## src/include/ssp_params.svh

```systemverilog
// Register offsets, status bit positions and sizing constants
`ifndef SSP_PARAMS_SVH
`define SSP_PARAMS_SVH
`define SSP_OFF_DATA     4'h0
`define SSP_OFF_FEAT     4'h1
`define SSP_OFF_SECCNT   4'h2
`define SSP_OFF_STATCMD  4'h7
`define SSP_OFF_DMA_CTRL 4'h8
`define SSP_OFF_DMA_CNT  4'h9
`define SSP_BIT_BUSY        7
`define SSP_BIT_SERVICE_REQ 4
`define SSP_BIT_DATA_REQ    3
`define SSP_BIT_BUS_RELEASE 2
`define SSP_BIT_RUN      0
`define SSP_BIT_TODEV    1
`define SSP_RST_STATUS   8'h00
`define SSP_FIFO_DEPTH   16
`define SSP_FRAME_WORDS  4096
`endif

```

## src/include/ssp_pkg.sv

```systemverilog
// Types shared by the shadow register engine
package ssp_pkg;
  typedef enum logic [2:0] {
    FIS_REG_D2H   = 3'b000,
    FIS_PIO_SETUP = 3'b001,
    FIS_DATA      = 3'b010,
    FIS_SDB       = 3'b011,
    FIS_DMA_ACT   = 3'b100
  } ssp_fis_e;
  typedef enum logic [1:0] {
    ST_IDLE    = 2'b00,
    ST_PIO_IN  = 2'b01,
    ST_PIO_OUT = 2'b10,
    ST_DMA_OUT = 2'b11
  } ssp_state_e;
  typedef struct packed {
    ssp_fis_e    kind;
    logic        irq;
    logic        to_dev;
    logic [7:0]  status;
    logic [7:0]  end_status;
    logic [15:0] count;
  } ssp_fis_s;
  typedef struct packed {
    logic [7:0]  command;
    logic [7:0]  features;
    logic [15:0] seccnt;
  } ssp_h2d_s;
  typedef struct packed {
    logic [15:0] data;
    logic        last;
  } ssp_word_s;
endpackage

```

## src/core/ssp_shadow_engine.sv

```systemverilog
// Shadow register command engine for PIO and queued DMA transfers
// How it works
// - Command write sets busy and sends the shadow contents as a command frame.
// - Read-direction PIO setup is held aside; shadow registers stay untouched.
// - Data frame with held setup loads shadow: request set, busy clear, maybe interrupt.
// - Incoming PIO words enter receive FIFO; data register reads pop its head.
// - Receive ready drops while the receive FIFO is full.
// - After setup's word count is read, ending status loads, request clears.
// - Write-direction setup loads beginning status at once, may interrupt.
// - Data register writes feed transmit FIFO; link sees valid only when nonempty.
// - After setup's count is pushed, final status loads and frame end is marked.
// - Final status taken as given, engine returns to its just-issued state.
// - Device bits frame sets service request; interrupt only when not busy.
// - Early DMA read data fills receive FIFO, then flow control holds it.
// - Data frame without held setup goes to the DMA engine.
// - Each outgoing DMA frame needs its own activation first.
// - Outgoing DMA total equals the programmed transfer count.
// - Activation before DMA is programmed is kept and starts it later.
// - Register frame loads status; interrupt follows its header flag.
`timescale 1ns/10ps
`default_nettype none
`include "ssp_params.svh"
module ssp_shadow_engine
  import ssp_pkg::*;
#(
  parameter int DEPTH       = `SSP_FIFO_DEPTH,
  parameter int FRAME_WORDS = `SSP_FRAME_WORDS
)(
  input  wire logic        ref_clk,
  input  wire logic        rst_n,
  input  wire logic        ce,
  input  wire logic [3:0]  reg_addr,
  input  wire logic [15:0] reg_wdata,
  input  wire logic        reg_wr,
  input  wire logic        reg_rd,
  output logic      [15:0] reg_rdata,
  output logic             intrq,
  output logic             cmd_fis_valid,
  output ssp_h2d_s         cmd_fis,
  input  wire logic        cmd_fis_ready,
  input  wire logic        rx_fis_valid,
  input  wire ssp_fis_s    rx_fis,
  input  wire logic        rx_data_valid,
  input  wire logic [15:0] rx_data,
  output logic             rx_data_ready,
  output logic             tx_data_valid,
  output ssp_word_s        tx_data,
  input  wire logic        tx_data_ready,
  input  wire logic        dma_src_valid,
  input  wire logic [15:0] dma_src_data,
  output logic             dma_src_ready,
  output logic             dma_snk_valid,
  output logic      [15:0] dma_snk_data,
  input  wire logic        dma_snk_ready
);
  ssp_state_e  state_r;
  logic [7:0]  status_r;
  logic [7:0]  feat_r;
  logic [15:0] seccnt_r;
  logic        held_r;
  ssp_fis_s    held_fis_r;
  logic        to_dma_r;
  logic        run_r;
  logic        todev_r;
  logic        act_pend_r;
  logic        intrq_r;
  logic        cmd_valid_r;
  ssp_h2d_s    cmd_fis_r;
  logic [15:0] rdata_r;
  logic [15:0] pio_cnt;
  logic        pio_one;
  logic [15:0] dma_cnt;
  logic        dma_zero;
  logic [15:0] frm_cnt;
  logic        frm_one;
  logic        rx_full;
  logic        rx_empty;
  logic [15:0] rx_head;
  logic        tx_full;
  logic        tx_empty;
  ssp_word_s   tx_din;

  // Register port decode
  logic wr_data, wr_cmd, rd_data, rd_stat;
  assign wr_data = reg_wr && (reg_addr == `SSP_OFF_DATA);
  assign wr_cmd  = reg_wr && (reg_addr == `SSP_OFF_STATCMD);
  assign rd_data = reg_rd && (reg_addr == `SSP_OFF_DATA);
  assign rd_stat = reg_rd && (reg_addr == `SSP_OFF_STATCMD);
  // Frame events from the transport side
  logic ev_setup, ev_data, ev_reg, ev_sdb, ev_act;
  assign ev_setup = rx_fis_valid && (rx_fis.kind == FIS_PIO_SETUP);
  assign ev_data  = rx_fis_valid && (rx_fis.kind == FIS_DATA);
  assign ev_reg   = rx_fis_valid && (rx_fis.kind == FIS_REG_D2H);
  assign ev_sdb   = rx_fis_valid && (rx_fis.kind == FIS_SDB);
  assign ev_act   = rx_fis_valid && (rx_fis.kind == FIS_DMA_ACT);
  logic setup_in, setup_out, pio_start;
  assign setup_in  = ev_setup && !rx_fis.to_dev;
  assign setup_out = ev_setup && rx_fis.to_dev;
  assign pio_start = ev_data && held_r;
  // Data movement strobes
  logic pio_pop, pio_push, snk_xfer, src_xfer, pio_in_done, pio_out_done, dma_go, dma_done;
  assign pio_pop      = rd_data && (state_r == ST_PIO_IN) && !rx_empty;
  assign pio_push     = wr_data && (state_r == ST_PIO_OUT) && !tx_full;
  assign snk_xfer     = dma_snk_valid && dma_snk_ready;
  assign src_xfer     = dma_src_valid && dma_src_ready;
  assign pio_in_done  = pio_pop && pio_one;
  assign pio_out_done = pio_push && pio_one;
  assign dma_go       = (state_r == ST_IDLE) && act_pend_r && run_r && todev_r
                        && !dma_zero && !ev_reg;
  assign dma_done     = src_xfer && frm_one;

  // Early DMA data waits in the FIFO until the engine runs
  assign rx_data_ready = !rx_full && ((state_r == ST_PIO_IN) || to_dma_r);
  assign dma_snk_valid = to_dma_r && run_r && !rx_empty;
  assign dma_snk_data  = rx_head;
  assign dma_src_ready = (state_r == ST_DMA_OUT) && !tx_full;
  assign tx_data_valid = !tx_empty;
  assign tx_din.data   = (state_r == ST_DMA_OUT) ? dma_src_data : reg_wdata;
  assign tx_din.last   = (state_r == ST_DMA_OUT) ? frm_one : pio_one;
  assign intrq         = intrq_r;
  assign cmd_fis_valid = cmd_valid_r;
  assign cmd_fis       = cmd_fis_r;
  assign reg_rdata     = rdata_r;

  ssp_fifo #(.W(16), .DEPTH(DEPTH)) u_rx_fifo (.ref_clk(ref_clk), .rst_n(rst_n), .ce(ce),
    .push(rx_data_valid && rx_data_ready), .din(rx_data), .pop(pio_pop || snk_xfer), .dout(rx_head),
    .full(rx_full), .empty(rx_empty));
  ssp_fifo #(.W(17), .DEPTH(DEPTH)) u_tx_fifo (.ref_clk(ref_clk), .rst_n(rst_n), .ce(ce),
    .push(pio_push || src_xfer), .din(tx_din), .pop(tx_data_valid && tx_data_ready), .dout(tx_data),
    .full(tx_full), .empty(tx_empty));
  ssp_cnt #(.W(16)) u_pio_cnt (.ref_clk(ref_clk), .rst_n(rst_n), .ce(ce), .load(pio_start || setup_out),
    .ld_val(pio_start ? held_fis_r.count : rx_fis.count), .dec(pio_pop || pio_push), .value(pio_cnt),
    .one(pio_one), .zero());
  // Whole-transfer count; each cycle that moves a word either way takes one off, stopping at zero
  ssp_cnt #(.W(16)) u_dma_cnt (.ref_clk(ref_clk), .rst_n(rst_n), .ce(ce),
    .load(reg_wr && (reg_addr == `SSP_OFF_DMA_CNT)), .ld_val(reg_wdata),
    .dec(snk_xfer || src_xfer), .value(dma_cnt), .one(), .zero(dma_zero));
  // One frame per activation, capped so a frame stays bounded
  ssp_cnt #(.W(16)) u_frm_cnt (.ref_clk(ref_clk), .rst_n(rst_n), .ce(ce), .load(dma_go),
    .ld_val((dma_cnt > 16'(FRAME_WORDS)) ? 16'(FRAME_WORDS) : dma_cnt), .dec(src_xfer),
    .value(frm_cnt), .one(frm_one), .zero());

  always_ff @(posedge ref_clk)
  begin
    if (!rst_n)
      state_r <= ST_IDLE;
    else if (ce)
    begin
      if (ev_reg)
        state_r <= ST_IDLE;
      else
        unique case (state_r)
          ST_IDLE:
          begin
            if (pio_start)
              state_r <= ST_PIO_IN;
            else if (setup_out)
              state_r <= ST_PIO_OUT;
            else if (dma_go)
              state_r <= ST_DMA_OUT;
          end
          ST_PIO_IN:  if (pio_in_done) state_r <= ST_IDLE;
          ST_PIO_OUT: if (pio_out_done) state_r <= ST_IDLE;
          ST_DMA_OUT: if (dma_done) state_r <= ST_IDLE;
        endcase
    end
  end

  always_ff @(posedge ref_clk)
  begin
    if (!rst_n)
    begin
      held_r     <= 1'b0;
      held_fis_r <= '0;
    end
    else if (ce)
    begin
      if (ev_setup)
      begin
        held_r     <= !rx_fis.to_dev;
        held_fis_r <= rx_fis;
      end
      else if (pio_in_done || ev_reg)
        held_r <= 1'b0;
    end
  end

  // Shadow status and sector count
  always_ff @(posedge ref_clk)
  begin
    if (!rst_n)
    begin
      status_r <= `SSP_RST_STATUS;
      seccnt_r <= '0;
    end
    else if (ce)
    begin
      if (ev_reg)
      begin
        status_r <= rx_fis.status;
        seccnt_r <= rx_fis.count;
      end
      else if (pio_start)
      begin
        status_r                    <= held_fis_r.status;
        status_r[`SSP_BIT_DATA_REQ] <= 1'b1;
        status_r[`SSP_BIT_BUSY]     <= 1'b0;
        seccnt_r                    <= held_fis_r.count;
      end
      else if (setup_out)
      begin
        status_r                    <= rx_fis.status;
        status_r[`SSP_BIT_DATA_REQ] <= 1'b1;
        status_r[`SSP_BIT_BUSY]     <= 1'b0;
      end
      else if (pio_in_done || pio_out_done)
      begin
        status_r                    <= held_fis_r.end_status;
        status_r[`SSP_BIT_DATA_REQ] <= 1'b0;
      end
      else if (ev_sdb)
        status_r[`SSP_BIT_SERVICE_REQ] <= 1'b1;
      else if (wr_cmd)
        status_r[`SSP_BIT_BUSY] <= 1'b1;
      else if (reg_wr && (reg_addr == `SSP_OFF_SECCNT))
        seccnt_r <= reg_wdata;
    end
  end

  // Interrupt line is a level, cleared by a status read; a new event wins
  always_ff @(posedge ref_clk)
  begin
    if (!rst_n)
      intrq_r <= 1'b0;
    else if (ce)
    begin
      if ((ev_reg && rx_fis.irq)
          || (pio_start && held_fis_r.irq)
          || (setup_out && rx_fis.irq)
          || (ev_sdb && !status_r[`SSP_BIT_BUSY]))
        intrq_r <= 1'b1;
      else if (rd_stat)
        intrq_r <= 1'b0;
    end
  end

  always_ff @(posedge ref_clk)
  begin
    if (!rst_n)
    begin
      cmd_valid_r <= 1'b0;
      cmd_fis_r   <= '0;
    end
    else if (ce)
    begin
      if (wr_cmd)
      begin
        cmd_valid_r <= 1'b1;
        cmd_fis_r   <= '{command: reg_wdata[7:0], features: feat_r, seccnt: seccnt_r};
      end
      else if (cmd_fis_ready)
        cmd_valid_r <= 1'b0;
    end
  end

  // DMA routing and activation memory
  always_ff @(posedge ref_clk)
  begin
    if (!rst_n)
    begin
      to_dma_r   <= 1'b0;
      act_pend_r <= 1'b0;
    end
    else if (ce)
    begin
      if (ev_data && !held_r)
        to_dma_r <= 1'b1;
      else if (ev_reg)
        to_dma_r <= 1'b0;
      if (ev_act)
        act_pend_r <= 1'b1;
      else if (dma_go || ev_reg)
        act_pend_r <= 1'b0;
    end
  end

  always_ff @(posedge ref_clk)
  begin
    if (!rst_n)
    begin
      feat_r  <= '0;
      run_r   <= 1'b0;
      todev_r <= 1'b0;
    end
    else if (ce && reg_wr)
    begin
      if (reg_addr == `SSP_OFF_FEAT)
        feat_r <= reg_wdata[7:0];
      if (reg_addr == `SSP_OFF_DMA_CTRL)
      begin
        run_r   <= reg_wdata[`SSP_BIT_RUN];
        todev_r <= reg_wdata[`SSP_BIT_TODEV];
      end
    end
  end

  // Read data valid only in the cycle after the strobe
  always_ff @(posedge ref_clk)
  begin
    if (!rst_n)
      rdata_r <= '0;
    else if (ce)
    begin
      rdata_r <= '0;
      if (reg_rd)
        unique case (reg_addr)
          `SSP_OFF_DATA:     rdata_r <= pio_pop ? rx_head : 16'h0000;
          `SSP_OFF_FEAT:     rdata_r <= {8'h00, feat_r};
          `SSP_OFF_SECCNT:   rdata_r <= seccnt_r;
          `SSP_OFF_STATCMD:  rdata_r <= {8'h00, status_r};
          `SSP_OFF_DMA_CTRL: rdata_r <= {14'h0000, todev_r, run_r};
          `SSP_OFF_DMA_CNT:  rdata_r <= dma_cnt;
          default:           rdata_r <= 16'h0000;
        endcase
    end
  end
endmodule
`default_nettype wire

```

## src/core/ssp_fifo.sv

```systemverilog
// Speed-matching FIFO in flip-flops
`timescale 1ns/10ps
`default_nettype none
module ssp_fifo
  import ssp_pkg::*;
#(
  parameter int W     = 16,
  parameter int DEPTH = 16
)(
  input  wire logic         ref_clk,
  input  wire logic         rst_n,
  input  wire logic         ce,
  input  wire logic         push,
  input  wire logic [W-1:0] din,
  input  wire logic         pop,
  output logic      [W-1:0] dout,
  output logic              full,
  output logic              empty
);
  localparam int AW = $clog2(DEPTH);
  logic [W-1:0] mem_r [DEPTH];
  logic [AW:0]  wp_r;
  logic [AW:0]  rp_r;

  assign empty = (wp_r == rp_r);
  assign full  = (wp_r[AW] != rp_r[AW]) && (wp_r[AW-1:0] == rp_r[AW-1:0]);
  assign dout  = mem_r[rp_r[AW-1:0]];

  always_ff @(posedge ref_clk)
  begin
    if (ce && push && !full)
      mem_r[wp_r[AW-1:0]] <= din;
  end

  always_ff @(posedge ref_clk)
  begin
    if (!rst_n)
    begin
      wp_r <= '0;
      rp_r <= '0;
    end
    else if (ce)
    begin
      if (push && !full)
        wp_r <= wp_r + 1'b1;
      if (pop && !empty)
        rp_r <= rp_r + 1'b1;
    end
  end
endmodule
`default_nettype wire

```

## src/core/ssp_cnt.sv

```systemverilog
// Loadable down counter for word counts
`timescale 1ns/10ps
`default_nettype none
module ssp_cnt
  import ssp_pkg::*;
#(
  parameter int W = 16
)(
  input  wire logic         ref_clk,
  input  wire logic         rst_n,
  input  wire logic         ce,
  input  wire logic         load,
  input  wire logic [W-1:0] ld_val,
  input  wire logic         dec,
  output logic      [W-1:0] value,
  output logic              one,
  output logic              zero
);
  assign one  = (value == W'(1));
  assign zero = (value == '0);

  always_ff @(posedge ref_clk)
  begin
    if (!rst_n)
      value <= '0;
    else if (ce)
    begin
      if (load)
        value <= ld_val;
      else if (dec && !zero)
        value <= value - 1'b1;
    end
  end
endmodule
`default_nettype wire

```

## config.mk

```make
export PLATFORM = sky130hd
export DESIGN_NAME = ssp_shadow_engine
export DESIGN_NICKNAME = d
export VERILOG_FILES = /design/src/include/ssp_pkg.sv /design/src/core/ssp_shadow_engine.sv /design/src/core/ssp_fifo.sv /design/src/core/ssp_cnt.sv
export VERILOG_INCLUDE_DIRS = /design/src /design/src/include
export SDC_FILE = /design/constraint.sdc
export NUM_CORES = 1
export LEC_CHECK = 0
export BUFFER_PORTS_ARGS = -buffer_cell sky130_fd_sc_hd__buf_2
export CORE_UTILIZATION = 55
export CTS_CLUSTER_SIZE = 40
export DETAILED_ROUTE_END_ITERATION = 7
export PLACE_DENSITY = 0.73
export SKIP_CTS_REPAIR_TIMING = 1
export SYNTH_ARGS = -nofsm -noshare
export SYNTH_HDL_FRONTEND = slang
export SYNTH_SLANG_ARGS = --single-unit
```

## constraint.sdc

```tcl
create_clock -name ref_clk -period 4.9 [get_ports ref_clk]
set_input_delay 0.735 -clock ref_clk [delete_from_list [all_inputs] [get_ports ref_clk]]
set_output_delay 0.735 -clock ref_clk [all_outputs]
set_load 0.02 [all_outputs]
```

# Yosys cells after proc, flatten, opt, wreduce, memory -nomap -nowiden
# Memories as Yosys holds them, arrays and structs flattened. A register that Yosys moved wholly into a read port is not among the register bits.
# Cells that the tools add are included.
[totals]
reg_bits = 189
ram_bits = 528
output_inout_bits = 87
word_cells = 237
n_memories = 2
[memory_table]
columns = ["memory", "depth", "width", "read_ports", "rd_clocked_by_memory_dff", "wr", "line_no", "text"]
rows = [
  ["u_tx_fifo.mem_r", 16, 17, 1, 1, 1, "ssp_fifo.sv:21", "logic [W-1:0] mem_r [DEPTH];"],
  ["u_rx_fifo.mem_r", 16, 16, 1, 1, 1, "ssp_fifo.sv:21", ""],
]
[classes]
add_sub_neg = 7
order_cmp = 1
eq_ne = 29
mux = 56
reduce_logical = 114
[op_table]
columns = ["op", "count"]
rows = [
  ["16-bit 2-to-1 mux", 18],
  ["16-bit one-hot mux with 6 select lines", 1],
  ["1-bit logical AND", 52],
  ["16-bit zero test", 3],
  ["16-bit by 1-bit subtractor with 16-bit output, second input constant", 3],
  ["2-bit AND reduction", 18],
  ["16-bit by 1-bit == test with 1-bit output, second input constant", 2],
  ["8-bit 2-to-1 mux", 3],
  ["5-bit by 1-bit adder with 5-bit output, second input constant", 4],
  ["1-bit 2-to-1 mux", 20],
  ["4-bit 2-to-1 mux", 5],
  ["16-bit by 13-bit greater-than comparator with 1-bit output, second input constant", 1],
  ["2-bit 2-to-1 mux", 8],
  ["2-bit nonzero test", 8],
  ["1-bit logical OR", 12],
  ["3-bit inequality test, second input constant", 4],
  ["1-bit zero test", 11],
  ["5-bit == test", 2],
  ["5-bit nonzero test", 2],
  ["4-bit == test", 2],
  ["4-bit == test, second input constant", 2],
  ["2-bit one-hot mux with 4 select lines", 1],
  ["3-bit by 2-bit == test with 1-bit output, second input constant", 2],
  ["3-bit by 2-bit inequality test with 1-bit output, second input constant", 2],
  ["19 further kinds", 21],
]

# Longest topological paths before layout
[logic_depth]
word_depth = 11
depth_mapped = 10
ltp_nobuf = 8

# By module
# From an unflattened synthesis, not the netlist that was laid out.
[hier_totals]
cells_unflattened = 2106
area_unflattened_um2 = 30969.7
[modules_own_cells]
columns = ["mod", "instances", "cells_per_inst", "area_per_inst_um2"]
rows = [
  ["ssp_fifo (u_tx_fifo)", 1, 482, 11111.9],
  ["ssp_fifo (u_rx_fifo)", 1, 459, 10550.1],
  ["ssp_shadow_engine", 1, 708, 6022.0],
  ["ssp_cnt (u_frm_cnt ...)", 2, 153, 1094.8],
  ["ssp_cnt (u_dma_cnt)", 1, 151, 1096.1],
]

# Worst setup path before layout
# No wires, ideal clock.
[synth_path]
path_type = "input to register"
startpoint = "in reg_addr[0]"
endpoint = "mem u_tx_fifo.mem_r[2][0] (enable)"
t_arrival_ns = 3.168
slack_ns = 1.319
path_stages = 6
n_path_buf = 1
path_cell_list = "buf_2 > nor4_2 > nand4b_2 > a221oi_4 > nand2_1 > nor3_1"
[synth_between]
elab_chain_len = 9
[synth_lines]
columns = ["item", "line_no", "text"]
rows = [
  ["start: declaration", "ssp_shadow_engine.sv:32", "input wire logic [3:0] reg_addr,"],
  ["4-bit zero test", "--", ""],
  ["1-bit logical AND", "ssp_shadow_engine.sv:85", "assign wr_data = reg_wr && (reg_addr == `SSP_OFF_DATA);"],
  ["1-bit logical AND (2 in series)", "ssp_shadow_engine.sv:103", "assign pio_push = wr_data && (state_r == ST_PIO_OUT) && !tx_full;"],
  ["1-bit logical OR", "ssp_shadow_engine.sv:129", ".push(pio_push || src_xfer), .din(tx_din), .pop(tx_data_valid && tx_data_ready), .dout(tx_data),"],
  ["1-bit logical AND (2 in series)", "ssp_fifo.sv:31", "if (ce && push && !full)"],
  ["1-bit 2-to-1 mux", "ssp_fifo.sv:31", ""],
  ["1-bit 2-to-1 mux (not written as such)", "ssp_fifo.sv:32", "mem_r[wp_r[AW-1:0]] <= din;"],
  ["end: declaration", "ssp_fifo.sv:21", ""],
]
# No other way between the ends.

==> report_table.html <==
<table>
<tr><th>Metric</th><th>Value</th></tr>
<tr><th colspan="2">Outcome</th></tr>
<tr><td>Run status</td><td>finished clean</td></tr>
<tr><th colspan="2">STA</th></tr>
<tr><td>Fin Clk Skew</td><td>0.0257 ns</td></tr>
<tr><td>Unrepaired setup endpoints after global routing</td><td>no</td></tr>
<tr><td>Setup-failing EPs final</td><td>0</td></tr>
<tr><td>Minimum clock period after layout</td><td>3.88 ns</td></tr>
<tr><td>Final number of hold-violating endpoints</td><td>0</td></tr>
<tr><td>Worst relative slew slack</td><td>10.2%</td></tr>
<tr><td>Tightest Pin Transition</td><td>1.31 ns</td></tr>
<tr><td>Portion of the clock cycle consumed by the worst path in the final layout</td><td>79.2%</td></tr>
<tr><td>Final total negative setup slack</td><td>0 ns</td></tr>
<tr><td>Count of final max-slew check failures</td><td>0</td></tr>
<tr><td>Max Freq</td><td>roughly 260 MHz</td></tr>
<tr><th colspan="2">Drt</th></tr>
<tr><td>Initial DRC count</td><td>about 2300</td></tr>
<tr><td>Wire length per cell</td><td>26.1 um</td></tr>
<tr><td>Final routed wirelength across all metal layers</td><td>77800 um</td></tr>
<tr><td>Post-detailed-route via-to-cell ratio</td><td>6.52</td></tr>
<tr><td>ANT nets after route</td><td>0</td></tr>
<tr><td>Final routed DRC violation total</td><td>0</td></tr>
<tr><td>1st-pass router iterations</td><td>8</td></tr>
<tr><td>Vias after detailed routing</td><td>19439</td></tr>
<tr><th colspan="2">Floorplan</th></tr>
<tr><td>Placeable core region</td><td>53900 um2</td></tr>
<tr><td>Horizontal die dimension</td><td>236 um</td></tr>
<tr><td>Effective utilization at floorplan</td><td>55.9%</td></tr>
<tr><td>Number of standard-cell rows in the floorplan</td><td>between 80 and 90</td></tr>
<tr><td>Number of placed I/O pins</td><td>187</td></tr>
<tr><td>Area of the die</td><td>around 56000 um2</td></tr>
<tr><td>Vertical die dimension</td><td>236 um</td></tr>
<tr><th colspan="2">Yosys</th></tr>
<tr><td>Mux contribution to synthesized area</td><td>13.6%</td></tr>
<tr><td>Synthesized-area fraction occupied by adder cells</td><td>less than 1%</td></tr>
<tr><td>Synthesized-area fraction occupied by ao, oa, aoi and oai cells</td><td>8.83%</td></tr>
<tr><td>Flops &amp; latches, synth</td><td>723</td></tr>
<tr><td>Netlist Area Pre-Place</td><td>30100 um2</td></tr>
<tr><td>Share of synthesized area occupied by flip-flops and latches</td><td>65.6%</td></tr>
<tr><td>Simple-gate share of the synthesized area</td><td>slightly above 8%</td></tr>
<tr><td>EDFF count, synth</td><td>528</td></tr>
<tr><td>Netlist cell types</td><td>81</td></tr>
<tr><td>YS warnings</td><td>0</td></tr>
<tr><td>Top-area cell type share of the netlist area</td><td>a little over half</td></tr>
<tr><td>Top cells by area in the synthesized netlist</td><td>sky130_fd_sc_hd__edfxtp_1 53%, sky130_fd_sc_hd__dfxtp_1 13%, sky130_fd_sc_hd__mux4_2 12%</td></tr>
<tr><td>Top FF cell, synth</td><td>sky130_fd_sc_hd__edfxtp_1</td></tr>
<tr><td>Area leader, netlist</td><td>sky130_fd_sc_hd__edfxtp_1</td></tr>
<tr><td>Ys async rst share</td><td>0%</td></tr>
<tr><td>Net count after synthesis</td><td>2160</td></tr>
<tr><td>Synthesized-area fraction occupied by xor and xnor cells</td><td>0.988%</td></tr>
<tr><td>Cells after Synth</td><td>2043</td></tr>
<tr><td>Largest family of logic cells by synthesized area</td><td>multiplexers</td></tr>
<tr><td>Average size of a mapped cell</td><td>~15 um2</td></tr>
<tr><th colspan="2">Worst hold path</th></tr>
<tr><td>Worst Hold Launch</td><td>rx_fis[16]</td></tr>
<tr><td>Worst min-delay path class</td><td>in -&gt; reg</td></tr>
<tr><td>Number of instances on the worst hold path</td><td>3</td></tr>
<tr><td>Sink of the worst hold path</td><td>held_fis_r[16]</td></tr>
<tr><th colspan="2">Pwr</th></tr>
<tr><td>Cell internal pwr</td><td>9.88 mW</td></tr>
<tr><td>Sequential Power Share</td><td>approximately 53%</td></tr>
<tr><td>Net switching power</td><td>2.66 mW</td></tr>
<tr><td>Power density normalized to cell area</td><td>365 nW/um2</td></tr>
<tr><td>Net switching share of the total power</td><td>21.2%</td></tr>
<tr><td>Static leakage power</td><td>11.3 nW</td></tr>
<tr><td>Comb pwr share</td><td>3.1%</td></tr>
<tr><td>Worst voltage drop across the vdd grid</td><td>0.509 mV</td></tr>
<tr><td>Clock share of power</td><td>44.3%</td></tr>
<tr><td>Design Power</td><td>12.5 mW</td></tr>
<tr><th colspan="2">Critical path</th></tr>
<tr><td>Critical path class</td><td>reg -&gt; out</td></tr>
<tr><td>Start of the worst register-to-register path</td><td>u_rx_fifo.wp_r[2]</td></tr>
<tr><td>Internal reg-to-reg setup slack</td><td>1.52 ns</td></tr>
<tr><td>Data required time of the critical path</td><td>4.16 ns</td></tr>
<tr><td>Max FO, Critical Path</td><td>35</td></tr>
<tr><td>Startpoint type of the worst setup path</td><td>flip-flop</td></tr>
<tr><td>Dominant cell type by count on the critical path</td><td>sky130_fd_sc_hd__mux4_2</td></tr>
<tr><td>Worst reg2reg path endpoint</td><td>u_rx_fifo.mem_r[0][12]</td></tr>
<tr><td>Maximum single-stage delay on the critical path</td><td>0.83 ns</td></tr>
<tr><td>Critical path endpoint category</td><td>output port</td></tr>
<tr><td>CP max stage cell</td><td>sky130_fd_sc_hd__dfxtp_4</td></tr>
<tr><td>Number of cells traversed by the worst register-to-register path</td><td>6</td></tr>
<tr><td>Sequence of cells on the critical path</td><td>buf_12, mux4_2, mux4_2, buf_2</td></tr>
<tr><td>Crit path arrival time</td><td>3.15 ns</td></tr>
<tr><th colspan="2">Clocking</th></tr>
<tr><td>CTS Root Buffer Type</td><td>sky130_fd_sc_hd__clkbuf_16</td></tr>
<tr><td>TritonCTS clock tree</td><td>built</td></tr>
<tr><td>Total clock sinks</td><td>723</td></tr>
<tr><td>Reg clk slew, reported paths</td><td>0.06 ns</td></tr>
<tr><td>Insertion delay to the later sink of the worst-skew pair</td><td>0.62 ns</td></tr>
<tr><td>CTS HTree Levels</td><td>3</td></tr>
<tr><td>Maximum root-to-sink buffer count</td><td>3</td></tr>
<tr><td>Cts bufs inserted</td><td>74</td></tr>
<tr><th colspan="2">GRT</th></tr>
<tr><td>Initial antenna violation count</td><td>2</td></tr>
<tr><td>Global-route total usage across every layer</td><td>~28%</td></tr>
<tr><td>Vias in the first global route</td><td>18791</td></tr>
<tr><td>Largest net degree at the start of global routing</td><td>81</td></tr>
<tr><td>Global-route wire length before repair</td><td>roughly 120000 um</td></tr>
<tr><td>Grt ovf</td><td>0</td></tr>
<tr><th colspan="2">Flow run</th></tr>
<tr><td>Maxcap violations</td><td>0</td></tr>
<tr><th colspan="2">Final layout</th></tr>
<tr><td>Fraction of final layout cells sized beyond drive strength 1</td><td>25.9%</td></tr>
<tr><td>Growth of design area from synthesis to finish</td><td>13.9%</td></tr>
<tr><td>Share of the core filled with cells</td><td>63.6%</td></tr>
<tr><td>Layout net count</td><td>2343</td></tr>
<tr><td>Final design instance area without fill</td><td>34300 um2</td></tr>
<tr><td>Number of fillers in the final layout</td><td>between 3000 and 4000</td></tr>
<tr><td>Leading cell type in the layout, fill and taps excluded</td><td>sky130_fd_sc_hd__edfxtp_1</td></tr>
<tr><td>Final antenna diode count</td><td>0</td></tr>
<tr><td>Leading cell types in the layout, fill and taps excluded</td><td>528 x sky130_fd_sc_hd__edfxtp_1, 220 x sky130_fd_sc_hd__nand2_1, 191 x sky130_fd_sc_hd__dfxtp_1</td></tr>
<tr><th colspan="2">Placed design</th></tr>
<tr><td>Count of buffers from port buffering</td><td>between 150 and 200</td></tr>
<tr><td>HPWL Detailed</td><td>roughly 49000 um</td></tr>
<tr><td>Post-place instance area</td><td>31900 um2</td></tr>
<tr><td>Weighted congestion at the end of routability-driven global placement</td><td>about 0.92</td></tr>
</table>
## flip-flops by register name, indices dropped and copies added, names as in the netlist, 2 cells and up, named ones only
register         flops
feat_r               8
u_tx_fifo.wp_r       5
u_rx_fifo.mem_r    256
u_rx_fifo.wp_r       5
u_pio_cnt.value     16
u_tx_fifo.mem_r    272
reg_rdata           16
seccnt_r            16
status_r             8
state_r              2
u_tx_fifo.rp_r       5
u_frm_cnt.value     16
cmd_fis             32
u_dma_cnt.value     16
u_rx_fifo.rp_r       5
held_fis_r          30
## cell usage after synthesis (11+ instances only)
master,n
sky130_fd_sc_hd__a22oi_1,36
sky130_fd_sc_hd__a221oi_1,15
sky130_fd_sc_hd__mux2_2,18
sky130_fd_sc_hd__buf_2,35
sky130_fd_sc_hd__xnor2_1,19
sky130_fd_sc_hd__dfxtp_1,195
sky130_fd_sc_hd__a21oi_1,135
sky130_fd_sc_hd__buf_1,11
sky130_fd_sc_hd__a222oi_1,12
sky130_fd_sc_hd__o22ai_1,14
sky130_fd_sc_hd__nor2_1,120
sky130_fd_sc_hd__o21ai_1,17
sky130_fd_sc_hd__clkbuf_1,86
sky130_fd_sc_hd__o21a_1,12
sky130_fd_sc_hd__a31oi_1,21
sky130_fd_sc_hd__o211ai_1,21
sky130_fd_sc_hd__nand4_1,13
sky130_fd_sc_hd__nor3_1,35
sky130_fd_sc_hd__ha_1,17
sky130_fd_sc_hd__edfxtp_1,528
sky130_fd_sc_hd__a221o_1,16
sky130_fd_sc_hd__mux4_2,165
sky130_fd_sc_hd__nand2b_1,13
sky130_fd_sc_hd__o21ai_0,17
sky130_fd_sc_hd__inv_1,27
sky130_fd_sc_hd__xor2_1,15
sky130_fd_sc_hd__a211oi_1,13
sky130_fd_sc_hd__mux2i_1,17
sky130_fd_sc_hd__nand2_1,220
sky130_fd_sc_hd__nand3_1,26
sky130_fd_sc_hd__or3_1,12
## per-layer routing
metal	share of wire [%]	global-route usage [%]	routed length, um
met1	40	39.6	31200
met2	48	44.9	37000
met3	9.0	5.62	7030
met4	3.3	9.49	2550
met5	0.033	0	26
## power groups by stage
stage / Sequential (mW) / Combinational, mW / Clock (mW)
after floorplan: 6.72 / 0.211 / 0
after global placement: 6.72 / 0.368 / 0
after detailed placement: 6.72 / 0.381 / 0
after CTS: 6.59 / 0.382 / 5.63
after global routing: 6.59 / 0.418 / 5.86
final: 6.59 / 0.391 / 5.56
## area by class of cell
cell class              instances  area (um2)  share of cell area [%]
clock inverters                42         404                    1.18
multi-input cells            1156        9810                    28.6
repair buffers                243        1390                    4.04
well taps                     696         871                    2.54
clock buffers                  92        1970                    5.74
flip-flops and latches        723       19800                    57.6
inverters                      28         108                   0.314
## worst max-delay path, delay by kind of cell, from the launching register on
kind                   cells  cell delay [ns]
muxes                      2             1.08
buffers and inverters      2             0.55
DFF                        1             0.83
## worst max path at each step
stage                 from                       to  cells after the start  slack [ns]
4_1_cts          flip-flop               tx_data[3]                      4        0.95
6_report         flip-flop               tx_data[1]                      4        1.02
3_3_place_gp   reg_addr[1]  u_tx_fifo.mem_r[12][14]                      7        1.20
5_1_grt          flip-flop               tx_data[3]                      4        0.86
2_1_floorplan  reg_addr[0]    u_tx_fifo.mem_r[2][0]                      6        1.32
3_5_place_dp   reg_addr[1]  u_tx_fifo.mem_r[12][14]                      7        1.15
## logic make-up (layout without fill, tap and decap cells)
| family | Yosys count | in the layout |
|---|---|---|
| AO/OA/AOI/OAI | 390 | 390 |
| AND/OR/NAND/NOR | 515 | 515 |
| multiplexers | 200 | 200 |
| XOR/XNOR | 34 | 34 |
| buffers and inverters | 164 | 405 |
| adder cells (fa/ha/maj) | 17 | 17 |
| flip-flops | 723 | 723 |
## per-stage QoR
step                worst slack (ns)  instances  hold WS [ns]
finish                          1.02       2980         0.352
global route                   0.865       2980         0.340
CTS                            0.946       2980         0.324
detailed placement              1.15       2846         0.444
global placement                1.20       2846         0.439
floorplan                       1.32       2043         0.436
No activity file was read; power rests on OpenSTA's default activity.
